==> src/rtl/crf_pkg.sv <==
// Shared constants and carrier types of the core register file.
// Assumes one core clock domain; all users import crf_pkg::*.
package crf_pkg;
    localparam int unsigned CRF_XLEN      = 32;
    localparam int unsigned CRF_IDX_W     = 4;
    localparam int unsigned CRF_NGPR      = 13;
    localparam int unsigned CRF_PRIO_W    = 9;
    localparam int unsigned CRF_IDX_SP    = 13;
    localparam int unsigned CRF_IDX_LR    = 14;
    localparam int unsigned CRF_IDX_PC    = 15;
    // Register offsets (byte addresses, low address byte)
    localparam logic [7:0] CRF_OFF_PSW    = 8'h00;
    localparam logic [7:0] CRF_OFF_FLAGS  = 8'h04;
    localparam logic [7:0] CRF_OFF_EXCN   = 8'h08;
    localparam logic [7:0] CRF_OFF_EXEC   = 8'h0C;
    localparam logic [7:0] CRF_OFF_PRIM   = 8'h10;
    localparam logic [7:0] CRF_OFF_FLTM   = 8'h14;
    localparam logic [7:0] CRF_OFF_BPRI   = 8'h18;
    localparam logic [7:0] CRF_OFF_MSP    = 8'h1C;
    localparam logic [7:0] CRF_OFF_PSP    = 8'h20;
    localparam logic [7:0] CRF_OFF_CTRL   = 8'h24;
    localparam logic [7:0] CRF_OFF_LR     = 8'h28;
    localparam logic [7:0] CRF_OFF_PC     = 8'h2C;
    // Status word field positions
    localparam int unsigned CRF_FLAG_LSB  = 27;
    localparam int unsigned CRF_FLAG_MSB  = 31;
    localparam int unsigned CRF_EXCN_MSB  = 8;
    localparam int unsigned CRF_EXLO_LSB  = 10;
    localparam int unsigned CRF_EXLO_MSB  = 15;
    localparam int unsigned CRF_EXHI_LSB  = 25;
    localparam int unsigned CRF_EXHI_MSB  = 26;
    localparam int unsigned CRF_TBIT      = 24;
    localparam logic [31:0] CRF_VIEW_FLAGS = 32'hF800_0000;
    localparam logic [31:0] CRF_VIEW_EXCN  = 32'h0000_01FF;
    localparam logic [31:0] CRF_VIEW_EXEC  = 32'h0700_FC00;
    localparam logic [31:0] CRF_SP_MASK    = 32'hFFFF_FFFC;
    localparam logic [31:0] CRF_PC_MASK    = 32'hFFFF_FFFE;
    // Reset values
    localparam logic [31:0] CRF_WORD_RST   = 32'h0000_0000;
    localparam logic        CRF_MASK_RST   = 1'b0;
    localparam logic [8:0]  CRF_BPRI_RST   = 9'h000;

    typedef enum logic [1:0] {
        CRF_KIND_NMI   = 2'b00,
        CRF_KIND_HARD  = 2'b01,
        CRF_KIND_OTHER = 2'b10
    } crf_kind_e;

    typedef struct packed {
        logic                  valid;
        crf_kind_e             kind;
        logic [CRF_PRIO_W-1:0] prio;
    } crf_irq_s;

    typedef struct packed {
        logic                 en;
        logic [CRF_IDX_W-1:0] idx;
        logic [CRF_XLEN-1:0]  data;
    } crf_gwr_s;

    typedef struct packed {
        logic                 narrow;
        logic [CRF_IDX_W-1:0] idx;
    } crf_rd_s;
endpackage

==> src/rtl/crf_core_regs.sv <==
// Architectural register file of the core with an AHB-Lite window on the
// special registers. Assumes core-side inputs are on clk and the bus is
// only used while ce is high.
// Contract
// - Low thirteen registers are plain operand registers
// - Registers zero to seven reachable by all forms
// - Eight to twelve reachable only by wide forms
// - Stack pointer banked; process one for unprivileged thread
// - Stack pointer low two bits read zero
// - Return address captured on subroutine call
// - Program counter bit zero reads zero
// - Status word has three views, separately accessible
// - Flags held in bits 27 to 31
// - Exception number held in bits 0 to 8
// - Execution state in bits 10-15, 25-26
// - Status bit 24 reads one in the whole word and execution view (privileged reads)
// - Clearing bit 24 raises a fault
// - Priority mask allows only NMI and hard fault
// - Fault mask allows only NMI
// - Threshold blocks equal or higher priority values
// - Zero threshold disables masking
// - Handler mode while servicing, thread otherwise
// - Unprivileged special access blocked and faults
//
// Register access over AHB-Lite and the register addresses were decided locally.
`timescale 1ns/10ps
module crf_core_regs
    import crf_pkg::*;
(
    input  wire logic                  clk,
    input  wire logic                  rstn,
    input  wire logic                  ce,
    input  wire crf_rd_s               rd_a,
    input  wire crf_rd_s               rd_b,
    input  wire crf_gwr_s              gwr,
    input  wire logic                  gwr_narrow,
    input  wire logic                  call_en,
    input  wire logic [CRF_XLEN-1:0]   call_ret,
    input  wire logic                  pc_we,
    input  wire logic [CRF_XLEN-1:0]   pc_wdata,
    input  wire logic                  flag_we,
    input  wire logic [4:0]            flag_in,
    input  wire logic                  exc_entry,
    input  wire logic [CRF_EXCN_MSB:0] exc_num,
    input  wire logic                  exc_return,
    input  wire logic                  instr_boundary,
    input  wire logic                  spec_acc,
    input  wire crf_irq_s              irq,
    input  wire logic                  hsel,
    input  wire logic [31:0]           haddr,
    input  wire logic [1:0]            htrans,
    input  wire logic                  hwrite,
    input  wire logic [2:0]            hsize,
    input  wire logic [3:0]            hprot,
    input  wire logic [31:0]           hwdata,
    input  wire logic                  hready,
    output logic      [CRF_XLEN-1:0]   rd_a_data,
    output logic      [CRF_XLEN-1:0]   rd_b_data,
    output logic      [CRF_XLEN-1:0]   sp_out,
    output logic      [CRF_XLEN-1:0]   pc_out,
    output logic                       handler_mode,
    output logic                       exc_accept,
    output logic                       fault_pulse,
    output logic                       hreadyout,
    output logic                       hresp,
    output logic      [31:0]           hrdata
);
    typedef struct packed {
        logic [31:0]           main_stack_ptr;
        logic [31:0]           process_stack_ptr;
        logic [31:0]           lr;
        logic [31:0]           pc;
        logic [4:0]            flags;
        logic [CRF_EXCN_MSB:0] excn;
        logic [5:0]            exlo;
        logic [1:0]            exhi;
        logic                  prim;
        logic                  fltm;
        logic [8:0]            bpri;
        logic                  unpriv;
        logic                  handler;
        logic                  act_prim;
        logic                  act_fltm;
        logic [8:0]            act_bpri;
        logic                  act_psp;
        logic [31:0]           rda;
        logic [31:0]           rdb;
        logic [31:0]           sp;
        logic                  fault;
        logic                  accept;
        logic                  dph_v;
        logic                  dph_wr;
        logic                  dph_priv;
        logic [7:0]            dph_addr;
        logic                  hrdy;
        logic [31:0]           hrd;
    } crf_core_s;

    crf_core_s            st_q;
    crf_core_s            st_d;
    logic [CRF_XLEN-1:0]  bank_a;
    logic [CRF_XLEN-1:0]  bank_b;
    logic                 take;
    logic                 ahb_we;
    logic                 ahb_rd;
    crf_gwr_s             bank_wr;

    // 16-bit forms only carry three index bits
    function automatic logic [CRF_IDX_W-1:0] eff_idx(input logic narrow, input logic [CRF_IDX_W-1:0] idx);
        eff_idx = narrow ? {1'b0, idx[2:0]} : idx;
    endfunction

    function automatic logic [31:0] psw_word(input crf_core_s s);
        logic [31:0] w;
        w = '0;
        w[CRF_FLAG_MSB:CRF_FLAG_LSB] = s.flags;
        w[CRF_EXCN_MSB:0]            = s.excn;
        w[CRF_EXLO_MSB:CRF_EXLO_LSB] = s.exlo;
        w[CRF_EXHI_MSB:CRF_EXHI_LSB] = s.exhi;
        w[CRF_TBIT]                  = 1'b1;
        psw_word = w;
    endfunction

    function automatic logic [31:0] bus_read(input crf_core_s s, input logic [7:0] a);
        bus_read = '0;
        unique case (a)
            CRF_OFF_PSW:   bus_read = psw_word(s);
            CRF_OFF_FLAGS: bus_read = psw_word(s) & CRF_VIEW_FLAGS;
            CRF_OFF_EXCN:  bus_read = psw_word(s) & CRF_VIEW_EXCN;
            CRF_OFF_EXEC:  bus_read = psw_word(s) & CRF_VIEW_EXEC;
            CRF_OFF_PRIM:  bus_read = {31'h0000_0000, s.prim};
            CRF_OFF_FLTM:  bus_read = {31'h0000_0000, s.fltm};
            CRF_OFF_BPRI:  bus_read = {23'h00_0000, s.bpri};
            CRF_OFF_MSP:   bus_read = s.main_stack_ptr;
            CRF_OFF_PSP:   bus_read = s.process_stack_ptr;
            CRF_OFF_CTRL:  bus_read = {30'h0000_0000, s.handler, s.unpriv};
            CRF_OFF_LR:    bus_read = s.lr;
            CRF_OFF_PC:    bus_read = s.pc;
            default:       bus_read = '0;
        endcase
    endfunction

    function automatic logic [31:0] core_read(input crf_core_s s, input logic [CRF_IDX_W-1:0] i,
                                              input logic [31:0] bank);
        if (32'(i) == CRF_IDX_SP)
            core_read = s.act_psp ? s.process_stack_ptr : s.main_stack_ptr;
        else if (32'(i) == CRF_IDX_LR)
            core_read = s.lr;
        else if (32'(i) == CRF_IDX_PC)
            core_read = s.pc;
        else
            core_read = bank;
    endfunction

    always_comb
    begin
        bank_wr     = gwr;
        bank_wr.idx = eff_idx(gwr_narrow, gwr.idx);
    end

    crf_gpr_bank #(
        .NREG (CRF_NGPR),
        .W    (CRF_XLEN)
    ) u_bank (
        .clk     (clk),
        .rstn    (rstn),
        .ce      (ce),
        .wr      (bank_wr),
        .ra_idx  (eff_idx(rd_a.narrow, rd_a.idx)),
        .rb_idx  (eff_idx(rd_b.narrow, rd_b.idx)),
        .ra_data (bank_a),
        .rb_data (bank_b)
    );

    crf_mask_gate u_gate (
        .prim (st_q.act_prim),
        .fltm (st_q.act_fltm),
        .bpri (st_q.act_bpri),
        .irq  (irq),
        .take (take)
    );

    assign ahb_we = st_q.dph_v && st_q.dph_wr && st_q.dph_priv;
    assign ahb_rd = hsel && htrans[1] && hready && !hwrite;

    always_comb
    begin
        st_d        = st_q;
        st_d.fault  = 1'b0;
        st_d.accept = take;
        st_d.rda    = core_read(st_q, eff_idx(rd_a.narrow, rd_a.idx), bank_a);
        st_d.rdb    = core_read(st_q, eff_idx(rd_b.narrow, rd_b.idx), bank_b);
        if (bank_wr.en && (32'(bank_wr.idx) == CRF_IDX_SP))
        begin
            if (st_q.act_psp)
                st_d.process_stack_ptr = bank_wr.data & CRF_SP_MASK;
            else
                st_d.main_stack_ptr = bank_wr.data & CRF_SP_MASK;
        end
        if (bank_wr.en && (32'(bank_wr.idx) == CRF_IDX_LR))
            st_d.lr = bank_wr.data;
        if (bank_wr.en && (32'(bank_wr.idx) == CRF_IDX_PC))
            st_d.pc = bank_wr.data & CRF_PC_MASK;
        if (call_en)
            st_d.lr = call_ret;
        if (pc_we)
            st_d.pc = pc_wdata & CRF_PC_MASK;
        if (flag_we)
            st_d.flags = flag_in;
        if (exc_entry)
        begin
            st_d.handler = 1'b1;
            st_d.excn    = exc_num;
        end
        else if (exc_return)
        begin
            st_d.handler = 1'b0;
            st_d.excn    = '0;
        end
        if (spec_acc && st_q.unpriv && !st_q.handler)
            st_d.fault = 1'b1;
        // New masks and stack choice only bite once the writing instruction is done
        if (instr_boundary)
        begin
            st_d.act_prim = st_q.prim;
            st_d.act_fltm = st_q.fltm;
            st_d.act_bpri = st_q.bpri;
            st_d.act_psp  = st_q.unpriv && !st_q.handler;
        end
        if (st_q.dph_v && !st_q.dph_priv)
            st_d.fault = 1'b1;
        // Bus write lands last so software wins a same-cycle collision with the core
        if (ahb_we)
        begin
            unique case (st_q.dph_addr)
                CRF_OFF_PSW:
                begin
                    if (!hwdata[CRF_TBIT])
                        st_d.fault = 1'b1;
                    else
                    begin
                        st_d.flags = hwdata[CRF_FLAG_MSB:CRF_FLAG_LSB];
                        st_d.excn  = hwdata[CRF_EXCN_MSB:0];
                        st_d.exlo  = hwdata[CRF_EXLO_MSB:CRF_EXLO_LSB];
                        st_d.exhi  = hwdata[CRF_EXHI_MSB:CRF_EXHI_LSB];
                    end
                end
                CRF_OFF_FLAGS: st_d.flags = hwdata[CRF_FLAG_MSB:CRF_FLAG_LSB];
                CRF_OFF_EXCN:  st_d.excn  = hwdata[CRF_EXCN_MSB:0];
                CRF_OFF_EXEC:
                begin
                    if (!hwdata[CRF_TBIT])
                        st_d.fault = 1'b1;
                    else
                    begin
                        st_d.exlo = hwdata[CRF_EXLO_MSB:CRF_EXLO_LSB];
                        st_d.exhi = hwdata[CRF_EXHI_MSB:CRF_EXHI_LSB];
                    end
                end
                CRF_OFF_PRIM:  st_d.prim   = hwdata[0];
                CRF_OFF_FLTM:  st_d.fltm   = hwdata[0];
                CRF_OFF_BPRI:  st_d.bpri   = hwdata[8:0];
                CRF_OFF_MSP:   st_d.main_stack_ptr    = hwdata & CRF_SP_MASK;
                CRF_OFF_PSP:   st_d.process_stack_ptr    = hwdata & CRF_SP_MASK;
                CRF_OFF_CTRL:  st_d.unpriv = hwdata[0];
                CRF_OFF_LR:    st_d.lr     = hwdata;
                default:       st_d.lr     = st_d.lr;
            endcase
        end
        st_d.sp     = st_d.act_psp ? st_d.process_stack_ptr : st_d.main_stack_ptr;
        st_d.dph_v  = hsel && htrans[1] && hready;
        st_d.dph_wr = hwrite;
        st_d.dph_priv = hprot[1];
        st_d.dph_addr = haddr[7:0];
        st_d.hrdy   = 1'b1;
        // Read from the merged next state so a read right after a write sees it
        if (ahb_rd)
            st_d.hrd = hprot[1] ? bus_read(st_d, haddr[7:0]) : '0;
    end

    always_ff @(posedge clk or negedge rstn)
    begin
        if (!rstn)
        begin
            st_q       <= '0;
            st_q.prim  <= CRF_MASK_RST;
            st_q.fltm  <= CRF_MASK_RST;
            st_q.bpri  <= CRF_BPRI_RST;
            st_q.main_stack_ptr   <= CRF_WORD_RST;
            st_q.hrdy  <= 1'b1;
        end
        else if (ce)
        begin
            st_q <= st_d;
        end
    end

    assign rd_a_data    = st_q.rda;
    assign rd_b_data    = st_q.rdb;
    assign sp_out       = st_q.sp;
    assign pc_out       = st_q.pc;
    assign handler_mode = st_q.handler;
    assign exc_accept   = st_q.accept;
    assign fault_pulse  = st_q.fault;
    assign hreadyout    = st_q.hrdy;
    assign hresp        = 1'b0;
    assign hrdata       = st_q.hrd;
endmodule

==> src/rtl/crf_gpr_bank.sv <==
// Flip-flop bank of the plain operand registers, one write and two read ports.
// Assumes indices are already narrowed by the caller; reads are combinational.
`timescale 1ns/10ps
module crf_gpr_bank
    import crf_pkg::*;
#(
    parameter int unsigned NREG = CRF_NGPR,
    parameter int unsigned W    = CRF_XLEN
)(
    input  wire logic                 clk,
    input  wire logic                 rstn,
    input  wire logic                 ce,
    input  wire crf_gwr_s             wr,
    input  wire logic [CRF_IDX_W-1:0] ra_idx,
    input  wire logic [CRF_IDX_W-1:0] rb_idx,
    output logic      [W-1:0]         ra_data,
    output logic      [W-1:0]         rb_data
);
    typedef struct packed {
        logic [NREG-1:0][W-1:0] r;
    } crf_bank_s;

    crf_bank_s st_q;
    crf_bank_s st_d;

    always_comb
    begin
        st_d = st_q;
        if (wr.en && (32'(wr.idx) < NREG))
        begin
            st_d.r[wr.idx] = wr.data;
        end
    end

    always_comb
    begin
        ra_data = (32'(ra_idx) < NREG) ? st_q.r[ra_idx] : '0;
        rb_data = (32'(rb_idx) < NREG) ? st_q.r[rb_idx] : '0;
    end

    always_ff @(posedge clk or negedge rstn)
    begin
        if (!rstn)
        begin
            st_q <= '0;
        end
        else if (ce)
        begin
            st_q <= st_d;
        end
    end
endmodule

==> src/rtl/crf_mask_gate.sv <==
// Exception acceptance gate from the two mask bits and the priority threshold.
// Assumes mask inputs are the copies already in force at an instruction boundary.
`timescale 1ns/10ps
module crf_mask_gate
    import crf_pkg::*;
(
    input  wire logic                  prim,
    input  wire logic                  fltm,
    input  wire logic [CRF_PRIO_W-1:0] bpri,
    input  wire crf_irq_s              irq,
    output logic                       take
);
    logic thr_ok;

    always_comb
    begin
        // Zero threshold disables masking; lower value is more urgent
        thr_ok = (bpri == '0) || (irq.prio < bpri);
        take   = 1'b0;
        unique case (irq.kind)
            CRF_KIND_NMI:   take = irq.valid;
            CRF_KIND_HARD:  take = irq.valid && !fltm;
            CRF_KIND_OTHER: take = irq.valid && !fltm && !prim && thr_ok;
            default:        take = 1'b0;
        endcase
    end
endmodule

==> config.mk <==
export PLATFORM = sky130hd
export DESIGN_NAME = crf_core_regs
export DESIGN_NICKNAME = d
export VERILOG_FILES = /design/src/rtl/crf_pkg.sv /design/src/rtl/crf_core_regs.sv /design/src/rtl/crf_gpr_bank.sv /design/src/rtl/crf_mask_gate.sv
export SDC_FILE = /design/constraint.sdc
export NUM_CORES = 2
export LEC_CHECK = 0
export BUFFER_PORTS_ARGS = -buffer_cell sky130_fd_sc_hd__buf_4
export CORE_ASPECT_RATIO = 0.5
export CORE_UTILIZATION = 63
export CTS_BUF_LIST = sky130_fd_sc_hd__clkbuf_8
export DETAILED_ROUTE_END_ITERATION = 10
export PLACE_DENSITY = 0.89
export SETUP_SLACK_MARGIN = 0.3
export SYNTH_ARGS = -nofsm -noshare
export SYNTH_HDL_FRONTEND = slang
export SYNTH_SLANG_ARGS = --single-unit
export TNS_END_PERCENT = 5
==> constraint.sdc <==
create_clock -name clk -period 7.55 [get_ports clk]
set_input_delay 0.3775 -clock clk [delete_from_list [all_inputs] [get_ports clk]]
set_output_delay 0.3775 -clock clk [all_outputs]
set_load 0.005 [all_outputs]
# After elaboration in Yosys (flattened, before gate mapping)
# Index checks and enable logic that the tools add are counted.
op_classes:
  n_addsub: 0
  multipliers: 0
  n_div: 0
  n_lt_le_gt_ge: 8
  eq_ne: 32
  shifts: 0
  mux: 55
  n_bitwise: 0
  reduce_logical: 31
ops:
  columns: ["op", "count"]
  rows:
  - ["$mux 32", 23]
  - ["$bwmux 416", 1]
  - ["$pmux 32 s12", 1]
  - ["$bmux 32 s4", 2]
  - ["$demux 32 s4", 1]
  - ["$mux 96", 1]
  - ["$eq 8x5->1 const B", 8]
  - ["$mux 64", 1]
  - ["$eq 8x6->1 const B", 7]
  - ["$eq 4x4->1 const B", 9]
  - ["$mux 34", 1]
  - ["$eq 8x4->1 const B", 4]
  - ["$mux 9", 3]
  - ["$mux 22", 1]
  - ["$pmux 9 s2", 1]
  - ["$logic_and 1x1->1", 17]
  - ["$eq 8x3->1 const B", 2]
  - ["$logic_not 8->1", 2]
  - ["$pmux 8 s2", 1]
  - ["$lt 4x5->1 const B", 3]
  - ["$lt 4x4->1 const B", 3]
  - ["$mux 4", 3]
  - ["$mux 1", 11]
  - ["$pmux 5 s2", 1]
  - ["13 further kinds", 19]
totals:
  regBits: 732
  latchBits: 0
  ram_bits: 0
  romBits: 0
  in_bits: 224
  n_memories: 0

# Depth between registers and ports, before layout
depth:
  depth_word: 9
  ltp_mapped: 10
  depth_no_buf: 7

# Modules after synthesis
# Synthesis repeated with hierarchy kept, for this count alone.
unflattened:
  hier_cells: 3935
  hier_area_um2: 43201.4
by_module_without_submodules:
  columns: ["mod", "n_inst", "cells_per_inst", "area_per_inst_um2", "seq_area_each_um2"]
  rows:
  - ["crf_gpr_bank", 1, 1492, 21943.5, 10410.0]
  - ["crf_core_regs", 1, 2407, 20983.9, 7907.6]
  - ["crf_mask_gate", 1, 36, 274.0, 0.0]

# Worst setup path before layout
# OpenSTA, ideal clock, no wires.
synth_path:
  path_type: "in2reg"
  start: "input rd_b[0] in the netlist's numbering"
  end: "register st_q (netlist bit rd_b_data[11])"
  t_arrival_ps: 2462
  required_ps: 7413
  path_slack_ps: 4951
  cell_stages: 6
  n_path_buf: 2
  cell_sequence: "clkbuf_1 buf_1 mux4_2 mux4_2 a211oi_1 a21oi_1"
synth_between:
  elab_chain_len: 7
  word_cells_on_any_way: 11
  classes_between: "1 x order compare; 3 x eq/ne; 7 x mux"
synth_rtl:
  columns: ["element", "line", "source"]
  rows:
  - ["start: declaration", "crf_core_regs.sv:34", "input wire crf_rd_s rd_b,"]
  - ["$mux 4 *", "crf_core_regs.sv:110", "eff_idx = narrow ? {1'b0, idx[2:0]} : idx;"]
  - ["$bmux 32 s4", "crf_gpr_bank.sv:38", "rb_data = (32'(rb_idx) < NREG) ? st_q.r[rb_idx] : '0;"]
  - ["$mux 32 (not written as such)", "crf_gpr_bank.sv:38", null]
  - ["$mux 32", "crf_gpr_bank.sv:38", null]
  - ["$mux 32", "crf_core_regs.sv:149", "else if (32'(i) == CRF_IDX_PC)"]
  - ["$mux 32", "crf_core_regs.sv:147", "else if (32'(i) == CRF_IDX_LR)"]
  - ["$mux 32 *", "crf_core_regs.sv:145", "if (32'(i) == CRF_IDX_SP)"]
  - ["end signal: assignment", "crf_core_regs.sv:294", "st_q <= st_d;"]
  - ["end: declaration", "crf_core_regs.sv:99", "crf_core_s st_q;"]
# Mark *: on every way between the ends. The rest lies on a longest branch, timed or not. The select of a mux whose other input is x is not followed.
# A chain may end at the register's enable or synchronous reset.

# Worst setup path in the final report
layout_path:
  start: "input haddr[4]"
  end: "register st_q (netlist bit hrdata[3])"
layout_between:
  elab_chain_len: 3
  word_cells_on_any_way: 14
  classes_between: "11 x eq/ne; 2 x mux; 1 x reduce/logical"
layout_rtl:
  columns: ["element", "line", "source"]
  rows:
  - ["start: declaration", "crf_core_regs.sv:50", "input wire logic [31:0] haddr,"]
  - ["$eq 8x6->1 (tied with other cells)", "crf_core_regs.sv:126", "unique case (a)"]
  - ["$pmux 32 s12 *", "crf_core_regs.sv:126", null]
  - ["$mux 32 *", "crf_core_regs.sv:278", "st_d.hrd = hprot[1] ? bus_read(st_d, haddr[7:0]) : '0;"]
# Mark *: on every way between the ends. The rest lies on a longest branch, timed or not.

==> impl_metrics.json <==
{
  "status": "finished with violations",
  "violations": "capacitance limit",
  "die_area_um2": 66900,
  "synth_edf_count": 0,
  "cts_max_path_buffers": 3,
  "rr_endpoint": "sp_out[9]",
  "portBuffers": 354,
  "start_kind": "primary input",
  "timing.fmax_mhz": 269,
  "skew_ps": 55.2,
  "tns_ps": 0,
  "place.gp.congestion": 1.02,
  "crit_start": "haddr[4]",
  "post_drt_wl_per_cell_um": 32.4,
  "ios": 389,
  "setup_viol": 0,
  "end_kind": "flip-flop",
  "cts_made_buffers": 103,
  "drive_above_1_share_pct": 38.1,
  "fin_area_um2": 46400,
  "power.density_nw_per_um2": 255,
  "synth_seq_area_share_pct": 44.2,
  "clkLatencyLatePin_ps": 780,
  "clock_tree.root_cell": "clkbuf_8",
  "synth_top_family_by_area": "multiplexers",
  "drc": 0,
  "slew_headroom_pct": 0.576,
  "dp.cells": 4349,
  "drt-initial-drc-count": 5661,
  "syn_inst": 3525,
  "synthFlopType": "dfrtp_1",
  "instances_no_fill": 4599,
  "setup_slack_ps": 3840,
  "grt_pass1_wl_mm": 217,
  "worstSetupPathType": "primary input to flip-flop",
  "dp_hpwl_mm": 95.8,
  "placeableCoreArea_um2": 65100,
  "synthSimpleGateAreaFrac_pct": 6.31,
  "power_leakage_nw": 20.5,
  "avgViaCountPerCell": 7.36,
  "finalWirelength_mm": 149,
  "fin_crit_sh_pct": 49.2,
  "dp_worst_setup_slack_ps": 3780,
  "cts_tree": "yes",
  "antenna_left": 0,
  "start_util_pct": 63.7,
  "ff2ff_setup_slack_ps": 4170,
  "grt_start_max_net_pins": 215,
  "hp-class": "primary input to flip-flop",
  "synthAdderAreaFrac_pct": 0.241,
  "nets": 3862,
  "crit_arrival_ps": 4320,
  "num_rows": 66,
  "n_fill_cell": 4079,
  "yosysWarningCount": 0,
  "critical_path.endpoint": "hrdata[3]",
  "path_max_fanout": 12,
  "synth_xor_area_share_pct": 0.0422,
  "fp.dieW_um": 365,
  "synthesis.nets": 3757,
  "tightest_slew_ps": 1490,
  "whs_ps": 20.8,
  "synth_compound_area_share_pct": 11.0,
  "synth-seq-cells": 732,
  "r2r_start": "st_q[142]",
  "first_global_vias": 33400,
  "synthMuxAreaShare_pct": 32.0,
  "slew_violations": 0,
  "grt_overflow_total": 0,
  "grt_usage_pct": 44.3,
  "postPlaceCellArea_um2": 43500,
  "htree_num_levels": 3,
  "syn_to_final_growth_pct": 11.9,
  "worst_ep_required_time_ps": 8160,
  "cts_setup_buffers": 0,
  "synth_cell_types": 71,
  "cap_violations": 1,
  "async_flop_share_pct": 100,
  "cts_sinks": 732,
  "clk_pin_slew_ps": 60,
  "hold_viol_final": 0,
  "synthesis.area_um2": 41500,
  "dr.pass1.iters": 7,
  "ff2ff_path_depth": 8,
  "fp.dieH_um": 183,
  "antenna_found_initial": 9,
  "vias": 33900,
  "finalCriticalPeriod_ps": 3710,
  "rsz0062_at_grt": "false",
  "postSynthAreaPerCell_um2": 11.8,
  "vdd_ir_drop_max_mv": 0.142
}
## metal layers
| layer | routed length, um | share of wire, % | GRT usage (%) | vias to the layer above |
|---|---|---|---|---|
| met3 | 25700 | 17 | 20.9 | 776 |
| met2 | 61900 | 42 | 61.8 | 3150 |
| met5 | 276 | 0.19 | 2.40 | - |
| met1 | 51100 | 34 | 56.7 | 16700 |
| li1 | - | - | - | 13300 |
| met4 | 10000 | 6.7 | 24.9 | 12 |
## cell usage after synthesis, types with 8 or more instances
library cell	number	area share (%)
dfrtp_1	732	44
mux2_2	543	15
clkbuf_1	243	2.2
nand2_1	241	2.2
nor2_1	233	2.1
mux4_2	231	13
mux2i_1	191	4.6
a21oi_1	174	2.1
buf_4	162	2.9
o21ai_0	127	1.5
a211oi_1	60	1.1
a31oi_1	57	0.86
buf_1	50	0.45
a221oi_1	46	0.97
o22ai_1	46	0.69
a22o_1	43	0.91
a22oi_1	33	0.60
inv_1	31	0.28
buf_2	25	0.30
nor3_1	24	0.29
nand3_1	19	0.23
o211ai_1	19	0.34
a222oi_1	14	0.34
o221ai_1	13	0.27
and3_1	12	0.18
nor2b_1	10	0.15
o31ai_1	10	0.18
a31o_2	9	0.19
a21boi_0	8	0.14
a21o_1	8	0.14
ha_1	8	0.24
nand2b_1	8	0.12
## power by group
| part | switching [mW] | leakage (nW) | internal (mW) |
|---|---|---|---|
| sequential | 0.721 | 9.26 | 4.66 |
| combinational | 1.48 | 10.0 | 1.52 |
| clock | 1.65 | 1.26 | 1.81 |
| total | 3.85 | 20.5 | 8.00 |
## per-stage QoR
stage                     power (mW)  util (%)
after CTS                       11.7      71.3
final                           11.8      71.3
after floorplan                 7.10         -
after global placement          7.95      66.9
after detailed placement        8.17      66.9
after global routing            12.2      71.3
## cell families after synthesis
group	Yosys count
AOI/OAI and AO/OA	698
and+or+nand+nor	603
other	2
xor gates and xnor gates	2
muxes	967
buffers and inverters	513
DFF	732
adders and majority gates	8
## how the worst min path moves through the flow
stage / start / to / slack, ps / depth (start not counted)
detailed placement: rstn / sp_out[17] / 400 / 1
floorplan: rstn / exc_accept / 80 / 0
CTS: gwr[7] / u_bank.st_q[263] / 0.9 / 2
finish: irq[10] / exc_accept / 20 / 3
global placement: rstn / sp_out[17] / 400 / 1
global route: gwr[7] / u_bank.st_q[135] / 40 / 2
## worst max-delay path: stages
cell,delay [ps]
dlygate4sd3_1,550
buf_4,160
nor4b_1,830
nand4_1,920
nor2_1,1100
a211oi_1,220
o211ai_1,160
## final cells by class
class	count	area (um^2)	share of cell area [%]
well taps	884	1110	2.38
clock inverters	41	310	0.669
multi-input cells	2280	20800	44.7
repair buffers	482	3840	8.28
clock buffers	142	1950	4.21
diodes	7	17.5	0.0377
flip-flops and latches	732	18300	39.5
inverters	31	116	0.251
## sequential cells by signal (all words and copies together), names as in the netlist
register,flops
handler_mode,1
st_q,153
hrdata,32
fault_pulse,1
rd_a_data,32
pc_out,32
u_bank.st_q,416
sp_out,32
rd_b_data,32
exc_accept,1
## repair_timing
item / 4_1_cts / 5_1_grt
gates resized for setup: 0 / 0
hold buffers: 60 / 0
endpoints found under the setup margin: 0 / 0
hold endpoints to repair: 145 / 0
## layout by cell type, fill, tap and decap left out, types with 6 or more instances in the layout
| cell type | netlist | layout |
|---|---|---|
| a211oi_1 | 60 | 60 |
| a21boi_0 | 8 | 8 |
| a21o_1 | 8 | 8 |
| a21oi_1 | 174 | 174 |
| a221oi_1 | 46 | 46 |
| a222oi_1 | 14 | 14 |
| a22o_1 | 43 | 43 |
| a22oi_1 | 33 | 33 |
| a31o_2 | 9 | 9 |
| a31oi_1 | 57 | 57 |
| and2_1 | 6 | 6 |
| and3_1 | 12 | 12 |
| buf_4 | 162 | 414 |
| clkbuf_8 | 0 | 142 |
| clkinv_2 | 0 | 15 |
| dfrtp_1 | 732 | 731 |
| diode_2 | 0 | 7 |
| dlygate4sd3_1 | 0 | 60 |
| ha_1 | 8 | 8 |
| inv_1 | 31 | 48 |
| mux2_2 | 543 | 543 |
| mux2i_1 | 191 | 190 |
| mux4_2 | 231 | 231 |
| nand2_1 | 241 | 241 |
| nand2b_1 | 8 | 7 |
| nand3_1 | 19 | 19 |
| nand4_1 | 6 | 6 |
| nor2_1 | 233 | 222 |
| nor2_4 | 0 | 9 |
| nor2b_1 | 10 | 8 |
| nor3_1 | 24 | 17 |
| nor3_2 | 1 | 6 |
| o211ai_1 | 19 | 19 |
| o21ai_0 | 127 | 127 |
| o221ai_1 | 13 | 13 |
| o22ai_1 | 46 | 46 |
| o31ai_1 | 10 | 10 |
Power figures use the tool's default switching activity.
